==> src/hdl/dtm_defs.svh <==
// Purpose: Constants for the dual 8-bit timer block
// Assumes: 32-bit AXI4-Lite data, one register per aligned word
// Notes: Offsets are byte addresses
`ifndef DTM_DEFS_SVH
`define DTM_DEFS_SVH

// ****************************************************************
// Register offsets
// ****************************************************************
`define DTM_OFS_CTRL0 8'h00
`define DTM_OFS_CTRL1 8'h04
`define DTM_OFS_CMP0 8'h08
`define DTM_OFS_CMP1 8'h0C
`define DTM_OFS_DUTY0 8'h10
`define DTM_OFS_DUTY1 8'h14
`define DTM_OFS_CFG 8'h18
`define DTM_OFS_STAT 8'h1C

// ****************************************************************
// Control register fields
// ****************************************************************
`define DTM_CTRL_FF_BIT 7
`define DTM_CTRL_SEL_HI 6
`define DTM_CTRL_SEL_LO 4
`define DTM_CTRL_RUN_BIT 3
`define DTM_CTRL_MODE_HI 2
`define DTM_CTRL_MODE_LO 0

// ****************************************************************
// Reset values and counts
// ****************************************************************
`define DTM_CTRL_RST 8'h00
`define DTM_CMP_RST 8'h00
`define DTM_DUTY_RST 8'h00
`define DTM_CNT_MAX 8'hFF
`define DTM_PRE_W 11
`define DTM_SLOW_DIV_W 3
`define DTM_RESP_OKAY 2'b00
`define DTM_RESP_SLVERR 2'b10

`endif

==> src/hdl/dtm_pkg.sv <==
// Purpose: Types for the dual 8-bit timer block
// Assumes: Constants live in dtm_defs.svh
// Notes: Codes are written out in binary
package dtm_pkg;

  // Channel operating modes
  typedef enum logic [2:0] {
    DTM_MODE_TIMER = 3'b000,
    DTM_MODE_DIV = 3'b001,
    DTM_MODE_PWM = 3'b011,
    DTM_MODE_CASC = 3'b100
  } dtm_mode_t;

  // Source clock choices
  typedef enum logic [2:0] {
    DTM_SEL_DIV2K = 3'b000,
    DTM_SEL_DIV128 = 3'b001,
    DTM_SEL_DIV32 = 3'b010,
    DTM_SEL_DIV8 = 3'b011,
    DTM_SEL_SLOW = 3'b100,
    DTM_SEL_HALF = 3'b101,
    DTM_SEL_FAST = 3'b110,
    DTM_SEL_PIN = 3'b111
  } dtm_sel_t;

endpackage : dtm_pkg

==> src/hdl/dtm_timer.sv <==
// Purpose: Two cascadable 8-bit timer/counter channels behind AXI4-Lite
// Assumes: All inputs synchronous to aclk; aclk is the fast clock
// Notes: Channel 0 is the lower channel, channel 1 the upper
//
// Overview of operation
// - Event mode counts falling edges of event pin
// - Event match raises irq, clears, keeps counting
// - Compare register unbuffered, written value acts immediately
// - Divider mode toggles flip-flop, clears, irq on match
// - Divider pin is inverse of flip-flop
// - Control write loads flip-flop; reset clears it
// - Stopped counter holds pin; change flip-flop afterwards
// - Bit 3 runs counter; bit 7 flip-flop value
// - PWM toggles at duty, toggles and clears at overflow
// - PWM pin is inverse of flip-flop
// - Duty double-buffered while running, direct when stopped
// - Duty read during PWM gives previous setting
// - Selectable prescaled sources; slow mode slow only
// - Cascaded 16-bit match raises upper irq, clears
//
// Implementation choices: the register offsets and register access over AXI4-Lite.
`timescale 1ns/1ps
`include "dtm_defs.svh"

module dtm_timer (
  // Clock and reset
  input wire logic aclk,
  input wire logic aresetn,
  // AXI4-Lite write address
  input wire logic [7:0] s_axi_awaddr,
  input wire logic s_axi_awvalid,
  output logic s_axi_awready,
  // AXI4-Lite write data
  input wire logic [31:0] s_axi_wdata,
  input wire logic [3:0] s_axi_wstrb,
  input wire logic s_axi_wvalid,
  output logic s_axi_wready,
  // AXI4-Lite write response
  output logic [1:0] s_axi_bresp,
  output logic s_axi_bvalid,
  input wire logic s_axi_bready,
  // AXI4-Lite read address
  input wire logic [7:0] s_axi_araddr,
  input wire logic s_axi_arvalid,
  output logic s_axi_arready,
  // AXI4-Lite read data
  output logic [31:0] s_axi_rdata,
  output logic [1:0] s_axi_rresp,
  output logic s_axi_rvalid,
  input wire logic s_axi_rready,
  // Clock sources and power mode
  input wire logic slow_clk_in,
  input wire logic low_speed_mode,
  // Channel pins
  input wire logic [1:0] event_in_pin,
  output logic [1:0] divider_out_pin_n,
  output logic [1:0] pwm_out_pin_n,
  output logic [1:0] channel_match_irq
);

  // ****************************************************************
  // Declarations
  // ****************************************************************
  logic [7:0] ctrl_reg [2];
  logic [7:0] cmp_reg [2];
  logic [7:0] duty_act_reg [2];
  logic [7:0] duty_hold_reg [2];
  logic [7:0] cnt_reg [2];
  logic [1:0] ff_reg;
  logic [1:0] irq_reg;
  logic [1:0] ev_prev_reg;
  logic prescale_source_select;
  logic [`DTM_PRE_W-1:0] pre_reg;
  logic [`DTM_SLOW_DIV_W-1:0] slow_div_reg;
  logic slow_prev_reg;
  logic slow_tick;
  logic slow8_tick;
  logic [1:0] tick;
  logic casc;
  logic run16;
  logic [15:0] inc16;
  logic [15:0] cmp16;
  logic aw_got_reg;
  logic w_got_reg;
  logic [7:0] awaddr_reg;
  logic [7:0] wdata_reg;
  logic wstrb0_reg;
  logic wr_do;
  logic [1:0] wr_ctrl;
  logic [1:0] wr_cmp;
  logic [1:0] wr_duty;
  logic wr_cfg;

  // ****************************************************************
  // Helper functions
  // ****************************************************************

  // Source clock tick for one channel's select field
  function automatic logic sel_tick(input logic [2:0] sel,
                                    input logic [1:0] fall,
                                    input int unsigned ch);
    logic slow_only;
    slow_only = low_speed_mode;
    sel_tick = 1'b0;
    case (dtm_pkg::dtm_sel_t'(sel))
      dtm_pkg::DTM_SEL_DIV2K: begin
        if (prescale_source_select || slow_only) begin
          sel_tick = slow8_tick;
        end else begin
          sel_tick = &pre_reg;
        end
      end
      dtm_pkg::DTM_SEL_DIV128: sel_tick = !slow_only && (&pre_reg[6:0]);
      dtm_pkg::DTM_SEL_DIV32: sel_tick = !slow_only && (&pre_reg[4:0]);
      dtm_pkg::DTM_SEL_DIV8: sel_tick = !slow_only && (&pre_reg[2:0]);
      dtm_pkg::DTM_SEL_SLOW: sel_tick = slow_tick;
      dtm_pkg::DTM_SEL_HALF: sel_tick = !slow_only && pre_reg[0];
      dtm_pkg::DTM_SEL_FAST: sel_tick = !slow_only;
      dtm_pkg::DTM_SEL_PIN: sel_tick = fall[ch];
      default: sel_tick = 1'b0;
    endcase
  endfunction : sel_tick

  // Register read multiplexer
  function automatic logic [31:0] reg_read(input logic [7:0] addr);
    reg_read = 32'h0000_0000;
    case (addr)
      `DTM_OFS_CTRL0: reg_read = {24'h00_0000, ctrl_reg[0]};
      `DTM_OFS_CTRL1: reg_read = {24'h00_0000, ctrl_reg[1]};
      `DTM_OFS_CMP0: reg_read = {24'h00_0000, cmp_reg[0]};
      `DTM_OFS_CMP1: reg_read = {24'h00_0000, cmp_reg[1]};
      `DTM_OFS_DUTY0: reg_read = {24'h00_0000, duty_read(0)};
      `DTM_OFS_DUTY1: reg_read = {24'h00_0000, duty_read(1)};
      `DTM_OFS_CFG: reg_read = {31'h0000_0000, prescale_source_select};
      `DTM_OFS_STAT: reg_read = {14'h0000, ff_reg, cnt_reg[1], cnt_reg[0]};
      default: reg_read = 32'h0000_0000;
    endcase
  endfunction : reg_read

  // Duty read: previous setting while PWM is running
  function automatic logic [7:0] duty_read(input int unsigned ch);
    logic pwm_run;
    pwm_run = ctrl_reg[ch][`DTM_CTRL_RUN_BIT] &&
      (ctrl_reg[ch][2:0] == dtm_pkg::DTM_MODE_PWM);
    duty_read = pwm_run ? duty_act_reg[ch] : duty_hold_reg[ch];
  endfunction : duty_read

  // Address is one of the mapped registers
  function automatic logic is_mapped(input logic [7:0] addr);
    is_mapped = (addr[1:0] == 2'b00) && (addr <= `DTM_OFS_STAT);
  endfunction : is_mapped

  // ****************************************************************
  // Prescaler and source clocks
  // ****************************************************************

  // Free-running fast-clock divider
  always_ff @(posedge aclk) begin
    if (!aresetn) begin
      pre_reg <= '0;
    end else begin
      pre_reg <= pre_reg + `DTM_PRE_W'(1);
    end
  end

  // Slow clock edge and divide by eight
  always_ff @(posedge aclk) begin
    if (!aresetn) begin
      slow_prev_reg <= 1'b0;
      slow_div_reg <= '0;
    end else begin
      slow_prev_reg <= slow_clk_in;
      if (slow_tick) begin
        slow_div_reg <= slow_div_reg + `DTM_SLOW_DIV_W'(1);
      end
    end
  end

  assign slow_tick = slow_clk_in && !slow_prev_reg;
  assign slow8_tick = slow_tick && (&slow_div_reg);

  // Event pin falling edges
  always_ff @(posedge aclk) begin
    if (!aresetn) begin
      ev_prev_reg <= 2'b00;
    end else begin
      ev_prev_reg <= event_in_pin;
    end
  end

  // Per-channel source ticks and cascade terms
  always_comb begin
    for (int k = 0; k < 2; k++) begin
      tick[k] = sel_tick(ctrl_reg[k][`DTM_CTRL_SEL_HI:`DTM_CTRL_SEL_LO],
                         ev_prev_reg & ~event_in_pin, k);
    end
  end

  assign casc = (ctrl_reg[1][2:0] == dtm_pkg::DTM_MODE_CASC);
  assign run16 = ctrl_reg[1][`DTM_CTRL_RUN_BIT];
  assign inc16 = {cnt_reg[1], cnt_reg[0]} + 16'h0001;
  assign cmp16 = {cmp_reg[1], cmp_reg[0]};

  // ****************************************************************
  // AXI4-Lite write channel
  // ****************************************************************

  // Address and data capture, response
  always_ff @(posedge aclk) begin
    if (!aresetn) begin
      aw_got_reg <= 1'b0;
      w_got_reg <= 1'b0;
      awaddr_reg <= 8'h00;
      wdata_reg <= 8'h00;
      wstrb0_reg <= 1'b0;
      s_axi_awready <= 1'b1;
      s_axi_wready <= 1'b1;
      s_axi_bvalid <= 1'b0;
      s_axi_bresp <= `DTM_RESP_OKAY;
    end else begin
      if (s_axi_awvalid && s_axi_awready) begin
        aw_got_reg <= 1'b1;
        awaddr_reg <= s_axi_awaddr;
        s_axi_awready <= 1'b0;
      end
      if (s_axi_wvalid && s_axi_wready) begin
        w_got_reg <= 1'b1;
        wdata_reg <= s_axi_wdata[7:0];
        wstrb0_reg <= s_axi_wstrb[0];
        s_axi_wready <= 1'b0;
      end
      if (wr_do) begin
        aw_got_reg <= 1'b0;
        w_got_reg <= 1'b0;
        s_axi_bvalid <= 1'b1;
        s_axi_bresp <= is_mapped(awaddr_reg) ? `DTM_RESP_OKAY :
          `DTM_RESP_SLVERR;
      end
      if (s_axi_bvalid && s_axi_bready) begin
        s_axi_bvalid <= 1'b0;
        s_axi_awready <= 1'b1;
        s_axi_wready <= 1'b1;
      end
    end
  end

  // Write strobes per register
  assign wr_do = aw_got_reg && w_got_reg && !s_axi_bvalid;
  always_comb begin
    for (int k = 0; k < 2; k++) begin
      wr_ctrl[k] = wr_do && wstrb0_reg &&
        (awaddr_reg == (`DTM_OFS_CTRL0 + 8'(4 * k)));
      wr_cmp[k] = wr_do && wstrb0_reg &&
        (awaddr_reg == (`DTM_OFS_CMP0 + 8'(4 * k)));
      wr_duty[k] = wr_do && wstrb0_reg &&
        (awaddr_reg == (`DTM_OFS_DUTY0 + 8'(4 * k)));
    end
  end
  assign wr_cfg = wr_do && wstrb0_reg && (awaddr_reg == `DTM_OFS_CFG);

  // Global configuration bit
  always_ff @(posedge aclk) begin
    if (!aresetn) begin
      prescale_source_select <= 1'b0;
    end else if (wr_cfg) begin
      prescale_source_select <= wdata_reg[0];
    end
  end

  // ****************************************************************
  // AXI4-Lite read channel
  // ****************************************************************

  // Single read in flight, answer one cycle after address
  always_ff @(posedge aclk) begin
    if (!aresetn) begin
      s_axi_arready <= 1'b1;
      s_axi_rvalid <= 1'b0;
      s_axi_rdata <= 32'h0000_0000;
      s_axi_rresp <= `DTM_RESP_OKAY;
    end else begin
      if (s_axi_arvalid && s_axi_arready) begin
        s_axi_arready <= 1'b0;
        s_axi_rvalid <= 1'b1;
        s_axi_rdata <= reg_read(s_axi_araddr);
        s_axi_rresp <= is_mapped(s_axi_araddr) ? `DTM_RESP_OKAY :
          `DTM_RESP_SLVERR;
      end
      if (s_axi_rvalid && s_axi_rready) begin
        s_axi_rvalid <= 1'b0;
        s_axi_arready <= 1'b1;
      end
    end
  end

  // ****************************************************************
  // Channels
  // ****************************************************************
  for (genvar i = 0; i < 2; i++) begin : g_ch

    // Control and compare registers
    always_ff @(posedge aclk) begin
      if (!aresetn) begin
        ctrl_reg[i] <= `DTM_CTRL_RST;
        cmp_reg[i] <= `DTM_CMP_RST;
      end else begin
        if (wr_ctrl[i]) begin
          ctrl_reg[i] <= wdata_reg;
        end
        if (wr_cmp[i]) begin
          cmp_reg[i] <= wdata_reg;
        end
      end
    end

    // Counter, flip-flop, duty buffer and match pulse
    always_ff @(posedge aclk) begin
      if (!aresetn) begin
        cnt_reg[i] <= 8'h00;
        ff_reg[i] <= 1'b0;
        irq_reg[i] <= 1'b0;
        duty_act_reg[i] <= `DTM_DUTY_RST;
        duty_hold_reg[i] <= `DTM_DUTY_RST;
      end else begin
        irq_reg[i] <= 1'b0;
        if (wr_ctrl[i]) begin
          ff_reg[i] <= wdata_reg[`DTM_CTRL_FF_BIT];
        end
        if (wr_duty[i]) begin
          duty_hold_reg[i] <= wdata_reg;
          if (!ctrl_reg[i][`DTM_CTRL_RUN_BIT]) begin
            duty_act_reg[i] <= wdata_reg;
          end
        end
        if (casc) begin
          // Cascaded 16-bit timer on the lower channel's clock
          if (run16 && tick[0]) begin
            if (inc16 == cmp16) begin
              cnt_reg[i] <= 8'h00;
              irq_reg[i] <= (i == 1);
            end else begin
              cnt_reg[i] <= inc16[8*i +: 8];
            end
          end
        end else if (ctrl_reg[i][`DTM_CTRL_RUN_BIT] && tick[i]) begin
          case (dtm_pkg::dtm_mode_t'(ctrl_reg[i][2:0]))
            dtm_pkg::DTM_MODE_TIMER: begin
              if (cnt_reg[i] + 8'h01 == cmp_reg[i]) begin
                cnt_reg[i] <= 8'h00;
                irq_reg[i] <= 1'b1;
              end else begin
                cnt_reg[i] <= cnt_reg[i] + 8'h01;
              end
            end
            dtm_pkg::DTM_MODE_DIV: begin
              if (cnt_reg[i] + 8'h01 == cmp_reg[i]) begin
                cnt_reg[i] <= 8'h00;
                ff_reg[i] <= !ff_reg[i];
                irq_reg[i] <= 1'b1;
              end else begin
                cnt_reg[i] <= cnt_reg[i] + 8'h01;
              end
            end
            dtm_pkg::DTM_MODE_PWM: begin
              if (cnt_reg[i] == `DTM_CNT_MAX) begin
                cnt_reg[i] <= 8'h00;
                ff_reg[i] <= !ff_reg[i];
                irq_reg[i] <= 1'b1;
                duty_act_reg[i] <= duty_hold_reg[i];
              end else begin
                cnt_reg[i] <= cnt_reg[i] + 8'h01;
                if (cnt_reg[i] + 8'h01 == duty_act_reg[i]) begin
                  ff_reg[i] <= !ff_reg[i];
                end
              end
            end
            default: begin
              cnt_reg[i] <= cnt_reg[i];
            end
          endcase
        end
      end
    end

    // Registered pins, inverse of the flip-flop
    always_ff @(posedge aclk) begin
      if (!aresetn) begin
        divider_out_pin_n[i] <= 1'b1;
        pwm_out_pin_n[i] <= 1'b1;
        channel_match_irq[i] <= 1'b0;
      end else begin
        divider_out_pin_n[i] <= !ff_reg[i];
        pwm_out_pin_n[i] <= !ff_reg[i];
        channel_match_irq[i] <= irq_reg[i];
      end
    end

  end : g_ch

endmodule : dtm_timer

==> config.mk <==
export PLATFORM = sky130hd
export DESIGN_NAME = dtm_timer
export DESIGN_NICKNAME = d
export VERILOG_FILES = /design/src/hdl/dtm_pkg.sv /design/src/hdl/dtm_timer.sv
export VERILOG_INCLUDE_DIRS = /design/src /design/src/hdl
export SDC_FILE = /design/constraint.sdc
export NUM_CORES = 1
export LEC_CHECK = 0
export BUFFER_PORTS_ARGS = -buffer_cell sky130_fd_sc_hd__buf_2
export CORE_MARGIN = 2
export CORE_UTILIZATION = 53
export CTS_CLUSTER_DIAMETER = 50
export DETAILED_ROUTE_END_ITERATION = 10
export PLACE_DENSITY = 0.87
export SETUP_SLACK_MARGIN = 0.4
export SYNTH_ARGS = -nofsm -noshare
export SYNTH_HDL_FRONTEND = slang
export SYNTH_SLANG_ARGS = --single-unit
==> constraint.sdc <==
create_clock -name aclk -period 2.64 [get_ports aclk]
set_clock_uncertainty 0.15 [all_clocks]
set_input_delay 0.132 -clock aclk [delete_from_list [all_inputs] [get_ports aclk]]
set_output_delay 0.132 -clock aclk [all_outputs]
set_load 0.03 [all_outputs]
==> metrics.txt, run 1 <==
status complete, but fails checks; failing checks negative hold slack, negative setup slack; gpl congestion 1.01; Critical Path Fanout Max 4; std cell rows 45; Die W around 130 µm; hold-fix buffers at CTS 36; initial antenna violation count 0; drt first pass iters 5; RSZ-0062 raised after global routing yes; Yosys reg bits 150; WHS Endpoint ff_reg[0]; library cells used by synthesis 77; Fmax 358 MHz; core region area around 15,000 µm²; Setup crit end kind register; post-synthesis cell area 8340 µm²; via/cell ratio 6.25; overall routing resource usage about a third; Biggest register s_axi_rdata; FF/Latch Area 3810 µm²; worst-margin pin slew 0.602 ns; Seq/Total Area, Yosys 45.6%; Clock Path Buffers 2; Hold Crit Start aresetn; # Max-Cap Violations 0; worst flop-to-flop path endpoint cnt_reg[0][7]; count of input and output buffers 66; vias 7,954; clk slew on worst S/H paths 0.07 ns; Leakage 0.00447 µW; Core Util, Final 72.6%; fin crit share 106%; H-tree depth 4; ant diodes 0; Clock Root Buffer clkbuf_16; largest net degree at the start of global routing 41; number of nets in the layout 1,119; Die Height ~130 µm; CTS tree yes; worst min-delay path category input pin to register; Setup CP Type register to register; fill cell count around 1,000; Pwr Total 5920 µW; vias in the first global route ~7,700; Avg Cell Area, Syn 9.70 µm²; DRT iter0 DRCs 985; total CTS buffers 17; YS warnings 0; P per Cell Area 532 nW/µm²; final hold vios 1; number of flops mapped to enable cells by yosys 80; critical path required time approximately 2.7 ns; Final WS setup -0.153 ns; Final setup viols 44; R2R Path Start pre_reg[0]; Starting Density 54.5%; max reg flops 18; WL final 27.8 mm; WHS -0.0277 ns; Final Critical Period 2.79 ns; area occupied by multi-input gates between 4000 and 5000 µm²; WHS Path Cells 3; commonest register cell after synthesis edfxtp_1; startpoint types register; fraction of registers with async set/reset 0%; Sink Count 150; drt wl/cell 21.9 µm; ANT nets after route 0; Worst-Skew Late Latency around 0.44 ns; Final Max Tran Viols 0; VDD IR max 0.516 mV; global-route wire length before repair 41.2 mm; boundary pin count 110; hpwl dp 17.9 mm; layout cells sized above 1 30.4%; area grow syn2layout 33.2%; r2r worst-path depth 13; Syn Inst Count 860; CP arrival 2.82 ns; grt ovf 0; die area 16,800 µm²; Max-slew headroom about 60%; flop2flop setup slack -0.15 ns; DRC 0
## synth_stat cells, types with 9 or more instances
cell type | instances | area (µm²)
mux2i_1 | 22 | 220
o21ai_0 | 28 | 140
inv_1 | 18 | 67.6
a21oi_1 | 53 | 265
nor3_1 | 19 | 95.1
nor2_1 | 53 | 199
or3_1 | 12 | 75.1
a22o_1 | 22 | 193
clkbuf_1 | 25 | 93.8
buf_4 | 22 | 165
and3_1 | 14 | 87.6
nor2b_1 | 11 | 68.8
xor2_1 | 21 | 184
xnor2_1 | 31 | 272
dfxtp_1 | 70 | 1400
edfxtp_1 | 80 | 2400
and2_1 | 52 | 325
nand3_1 | 43 | 215
nand2b_1 | 12 | 75.1
nand2_1 | 88 | 330
buf_2 | 10 | 50.1
a221o_1 | 9 | 90.1
nand4_1 | 12 | 75.1
## layout by cell type, fill, tap and decap left out, types with 9 or more instances in the layout
cell,count
inv_1,15
conb_1,16
and2_1,51
buf_2,66
o21ai_0,23
a221o_1,9
mux2i_1,22
edfxtp_1,80
xor2_1,18
buf_4,111
and3_1,12
dfxtp_1,67
nand4_1,12
nor3_1,11
a22o_1,22
clkbuf_16,20
a21oi_1,48
nand3_1,37
dlygate4sd3_1,36
xnor2_1,26
nand2_1,83
nor2_1,47
nand2b_1,11
or3_1,10
## cells by family (layout without fill, tap and decap cells)
family          Yosys count  in the layout  synth area share, %
xor+xnor                 56             56                 6.55
flops                   150            150                 45.6
simple gates            356            356                 23.0
compound gates          177            177                 14.9
mux                      29             29                 3.85
other cells               1             16               0.0450
buf+inv                  84            271                 5.02
fa+ha+maj                 7              7                 1.05
## worst max-delay path by stage
stage                  startpoint                 end  slack, ns  cells after the start
floorplan              pre_reg[0]  duty_act_reg[0][0]      -0.04                     11
finish                 pre_reg[0]       cnt_reg[0][7]      -0.15                     13
detailed placement     pre_reg[0]  duty_act_reg[0][3]      -0.14                     11
global route        cnt_reg[0][0]       cnt_reg[1][4]      -0.21                      9
global placement    cnt_reg[0][0]       cnt_reg[1][3]      -0.05                      9
CTS                    pre_reg[0]  duty_act_reg[0][1]      -0.12                     11
## per-layer routing
layer	vias up	global-route usage [%]	routed length, µm
met2	556	54.8	13600
met1	3780	39.1	10200
li1	3489	-	-
met3	129	6.98	2570
met5	-	0	0
met4	0	17.1	1390
## worst max-delay path, stage by stage, from the launching register on
cell and delay (ns):
dfxtp_4 0.36, ha_4 0.15, nand3_4 0.10, inv_4 0.09
ha_4 0.13, nor2_2 0.04, nor3_2 0.12, a21oi_1 0.06
a221o_1 0.38, or3_4 0.37, nor3_4 0.29, buf_4 0.17
buf_6 0.09, nor3_2 0.04
## per-stage QoR
stage | std cells | setup slack (ns) | hold slack (ns) | setup TNS (ns) | area (µm²)
final | 1273 | -0.153 | -0.0277 | -3.37 | 11100
after global routing | 1273 | -0.207 | -0.0249 | -7.22 | 11100
after CTS | 1260 | -0.121 | -0.0546 | -2.61 | 10800
after detailed placement | 1187 | -0.139 | 0.198 | -2.79 | 9640
after global placement | 1187 | -0.0476 | 0.189 | -0.493 | 9640
after floorplan | 875 | -0.0355 | 0.0824 | -0.298 | 8660
## timing repair
action,in CTS,in global routing
pin swaps,11,12
hold endpoints to repair,29,1
setup endpoints to repair,77,150
resized for setup,31,41
setup buffers,5,13
## where the power goes
group          switching, µW  internal, µW  total, µW
sequential               118          2540       2650
clock                   1110          1450       2560
combinational            405           303        708
total                   1630          4290       5920
## final cells by class
class / count / area share [%]
Clock inverter: 11 / 1.02
Inverter: 18 / 0.630
Clock buffer: 21 / 4.63
Multi-Input combinational cell: 641 / 42.5
Timing Repair Buffer: 221 / 14.6
Sequential cell: 150 / 34.3
Tap cell: 211 / 2.38
Note: power is estimated with default switching activity, not from simulation.
==> inputs of run 2 (changes only) <==
--- a/config.mk
+++ b/config.mk
@@ -6,6 +6,7 @@
 export SDC_FILE = /design/constraint.sdc
 export NUM_CORES = 1
 export LEC_CHECK = 0
+export ABC_AREA = 1
 export BUFFER_PORTS_ARGS = -buffer_cell sky130_fd_sc_hd__buf_2
 export CORE_MARGIN = 2
 export CORE_UTILIZATION = 53
==> run 2 against run 1 <==
  * The run now ends clean
  * Final cell count rose by 20%
  * Count of clock-buffer cells in the layout is 1 lower
  * Die area fell by 0.51%
  * Wire length increased by 2.7%
  * Register-to-register slack gained 0.25 ns
  * Clock power fell by 8.6%
  * Total power down 2.9%
  * Global-route usage up 0.74 points
  * First-iteration DRC count increased by 2.0%
  * Largest power group unchanged
  * Highest routed layer unchanged
==> metrics.txt, run 2 <==
status finished, final reports clean; global-route wire length before repair 42.1 mm (+2.2%); WL final 28.6 mm (+2.7%); count of input and output buffers 66 (unchanged); Leakage 0.00490 µW (+9.7%); Final Max Tran Viols 0 (unchanged); Die Height 129 µm (-0.25%); Clock Root Buffer clkbuf_16; WHS 0.0673 ns (+0.0951 ns); R2R Path Start ctrl_reg[1][5]; overall routing resource usage 33.2% (+0.74 points); Starting Density 54.4% (-0.086 points); fin crit share 96.3% (-9.5 points); area grow syn2layout 34.0%; cell with the most instances on the worst path nor2_1; fill cell count 1,037 (+3.2%); ant diodes 0 (unchanged); ANT nets after route 0 (unchanged); Top delay family on crit path simple AND/OR/NAND/NOR gates; compound-gate portion of the synthesized area 12.2% (-2.7 points); CP Cell Sequence nor2_1 > nand2_1 > nand3_1 > nor2_1 > nor2_1 > nand3_4 > nor2_4 > nand3_2 > nand3_4 > inv_8 > nand2_1 > o21ai_2; Synth Area in XOR/XNOR 1.27% (-5.3 points); Die W 129 µm (-0.25%); commonest register cell after synthesis edfxtp_1; hpwl dp 18.8 mm (+5.2%); library cells used by synthesis 44 (-43%); number of flops mapped to enable cells by yosys 80 (unchanged); startpoint types register; VDD IR max 0.473 mV (-8.3%); grt ovf 0 (unchanged); RSZ-0062 raised after global routing yes; layout cells sized above 1 27.9% (-2.5 points); DRT iter0 DRCs 1,005 (+2.0%); largest net degree at the start of global routing 63 (+54%); Yosys reg bits 150 (unchanged); die area 16,700 µm² (-0.51%); GR Layer Usage met3 5.57% (-1.4 points); via/cell ratio 5.77 (-7.7%); vias in the first global route 8,219 (+7.1%); area fraction in and, or, nand and nor cells after synthesis 29.9% (+7.0 points); Non-Filler Instances 1,529 (+20%); Sink Count 150 (unchanged); Hold Crit Start s_axi_araddr[5]; worst min-delay path category input pin to register; mux share of post-synthesis cell area 0% (-3.9 points); # Max-Cap Violations 0 (unchanged); top post-synthesis cells by count nand2_1, nor2_1, inv_1; Max-slew headroom 50.5% (-9.2 points); GR Util met1 39.6% (+0.47 points); Design Area, Final 11,100 µm² (about the same); largest family of logic cells by synthesized area simple AND/OR/NAND/NOR gates; Worst path slowest cell edfxtp_1; area leader, netlist edfxtp_1; Worst-Skew Late Latency 0.45 ns (about the same); FF/Latch Area 3810 µm² (about the same); CTS tree yes; Fmax 393 MHz (+9.8%); Final Critical Period 2.54 ns (-0.250 ns); Avg Cell Area, Syn 7.40 µm² (-24%); vias 8,818 (+11%); max reg flops 18 (unchanged); Clock Path Buffers 2 (unchanged); H-tree depth 4 (unchanged); dpl cells 1,419 (+20%); most common cell after layout, fill and taps aside nand2_1; drt wl/cell 18.7 µm (-14%); YS warnings 0 (unchanged); core region area 15,300 µm² (-0.37%); Final setup viols 0 (-100%); clk slew on worst S/H paths 0.07 ns (about the same); drt first pass iters 6 (+1); worst-margin pin slew 0.742 ns (+0.139 ns); count leader, synth nand2_1; boundary pin count 110 (unchanged); CP arrival 2.58 ns (-0.24 ns); initial antenna violation count 0 (unchanged); P per Cell Area 517 nW/µm² (-3.0%); fraction of registers with async set/reset 0% (unchanged); Biggest register s_axi_rdata; Area after DPL 9170 µm² (-4.8%); final hold vios 0 (-1); most frequent cells in the layout nand2_1, inv_1, nor2_1; area occupied by multi-input gates 4540 µm² (-3.8%); number of nets in the layout 1,375 (+23%); std cell rows 45 (unchanged); Critical Path Fanout Max 8 (+4); Setup crit end kind register; Syn Inst Count 1,121 (+30%); GR peak layer met2; met2 usage 56.8% (+2.0 points); DRC 0 (unchanged); CP startpoint ctrl_reg[1][5]; Worst path max stage delay 0.50 ns (+0.12 ns); Pwr Total 5750 µW (-2.9%); Buf+Inv Stages, Crit Path 1 (-2); Adder-Cell Fraction of Synth Area 1.06% (+0.0055 points); critical path required time 2.68 ns (about the same); Synth area leaders edfxtp_1, dfxtp_1, nand2_1, nor2_1, inv_1; total CTS buffers 17 (unchanged); Synth top area share 29.0% (+0.15 points); Seq/Total Area, Yosys 45.8% (+0.24 points); gpl congestion 1.02 (+0.61%); post-synthesis cell area 8300 µm² (-0.52%); Setup CP Type register to register
==> run 2: cell families after synthesis <==
| family | after synthesis |
|---|---|
| AO/OA/AOI/OAI | 177 |
| XOR/XNOR | 12 |
| adder cells (fa/ha/maj) | 7 |
| buffers and inverters | 193 |
| flip-flops | 150 |
| other | 1 |
| AND/OR/NAND/NOR | 581 |
==> run 2: repair_timing <==
action	in CTS	in global routing
endpoints found under the hold margin	28	0
buffers inserted	39	15
endpoints found under the setup margin	77	146
pin swaps	39	33
hold buffers	24	0
gates resized for setup	99	105
==> run 2: power breakdown <==
| part | total, µW | internal [µW] | switching, µW | leakage, µW |
|---|---|---|---|---|
| registers | 2640 | 2560 | 88.4 | 0.00140 |
| clock network | 2340 | 1290 | 1050 | 0.000283 |
| logic | 760 | 248 | 512 | 0.00322 |
==> run 2: worst register-to-register path, cell delays in order (launching register included) <==
cell      delay (ns)
edfxtp_1        0.50
nor2_1          0.23
nand2_1         0.13
nand3_1         0.12
nor2_1          0.06
nor2_1          0.25
nand3_4         0.18
nor2_4          0.17
nand3_2         0.13
nand3_4         0.16
inv_8           0.07
nand2_1         0.08
o21ai_2         0.06
==> run 2: per-layer routing <==
layer	up-vias	wire (µm)
li1	4032	-
met1	4084	10400
met2	552	14000
met3	150	2450
met4	0	1810
met5	-	0
==> run 2: area by class of cell <==
class / count / share of cell area, %
tap: 211 / 2.37
sequential: 150 / 34.2
clock buffer: 20 / 4.20
inverter: 154 / 5.29
clock inverter: 12 / 0.821
multi-input combinational: 793 / 40.8
timing repair buffer: 189 / 12.3
==> run 2: worst paths after layout <==
check | end | cells after the start | slack [ns]
max reg2reg | cnt_reg[1][7] | 12 | 0.1
min reg2reg | channel_match_irq[0] | 2 | 0.26
max | cnt_reg[1][7] | 12 | 0.1
min | s_axi_rresp[1] | 6 | 0.07
==> run 2: through the flow <==
step | TNS, ns | setup slack, ns | util, %
after global routing | -0.0272 | -0.0272 | 72.9
after floorplan | 0 | 0.136 | -
after detailed placement | 0 | 0.0504 | 60.1
after CTS | 0 | 0.215 | 69.7
after global placement | 0 | 0.0720 | 60.1
final | 0 | 0.0976 | 72.9
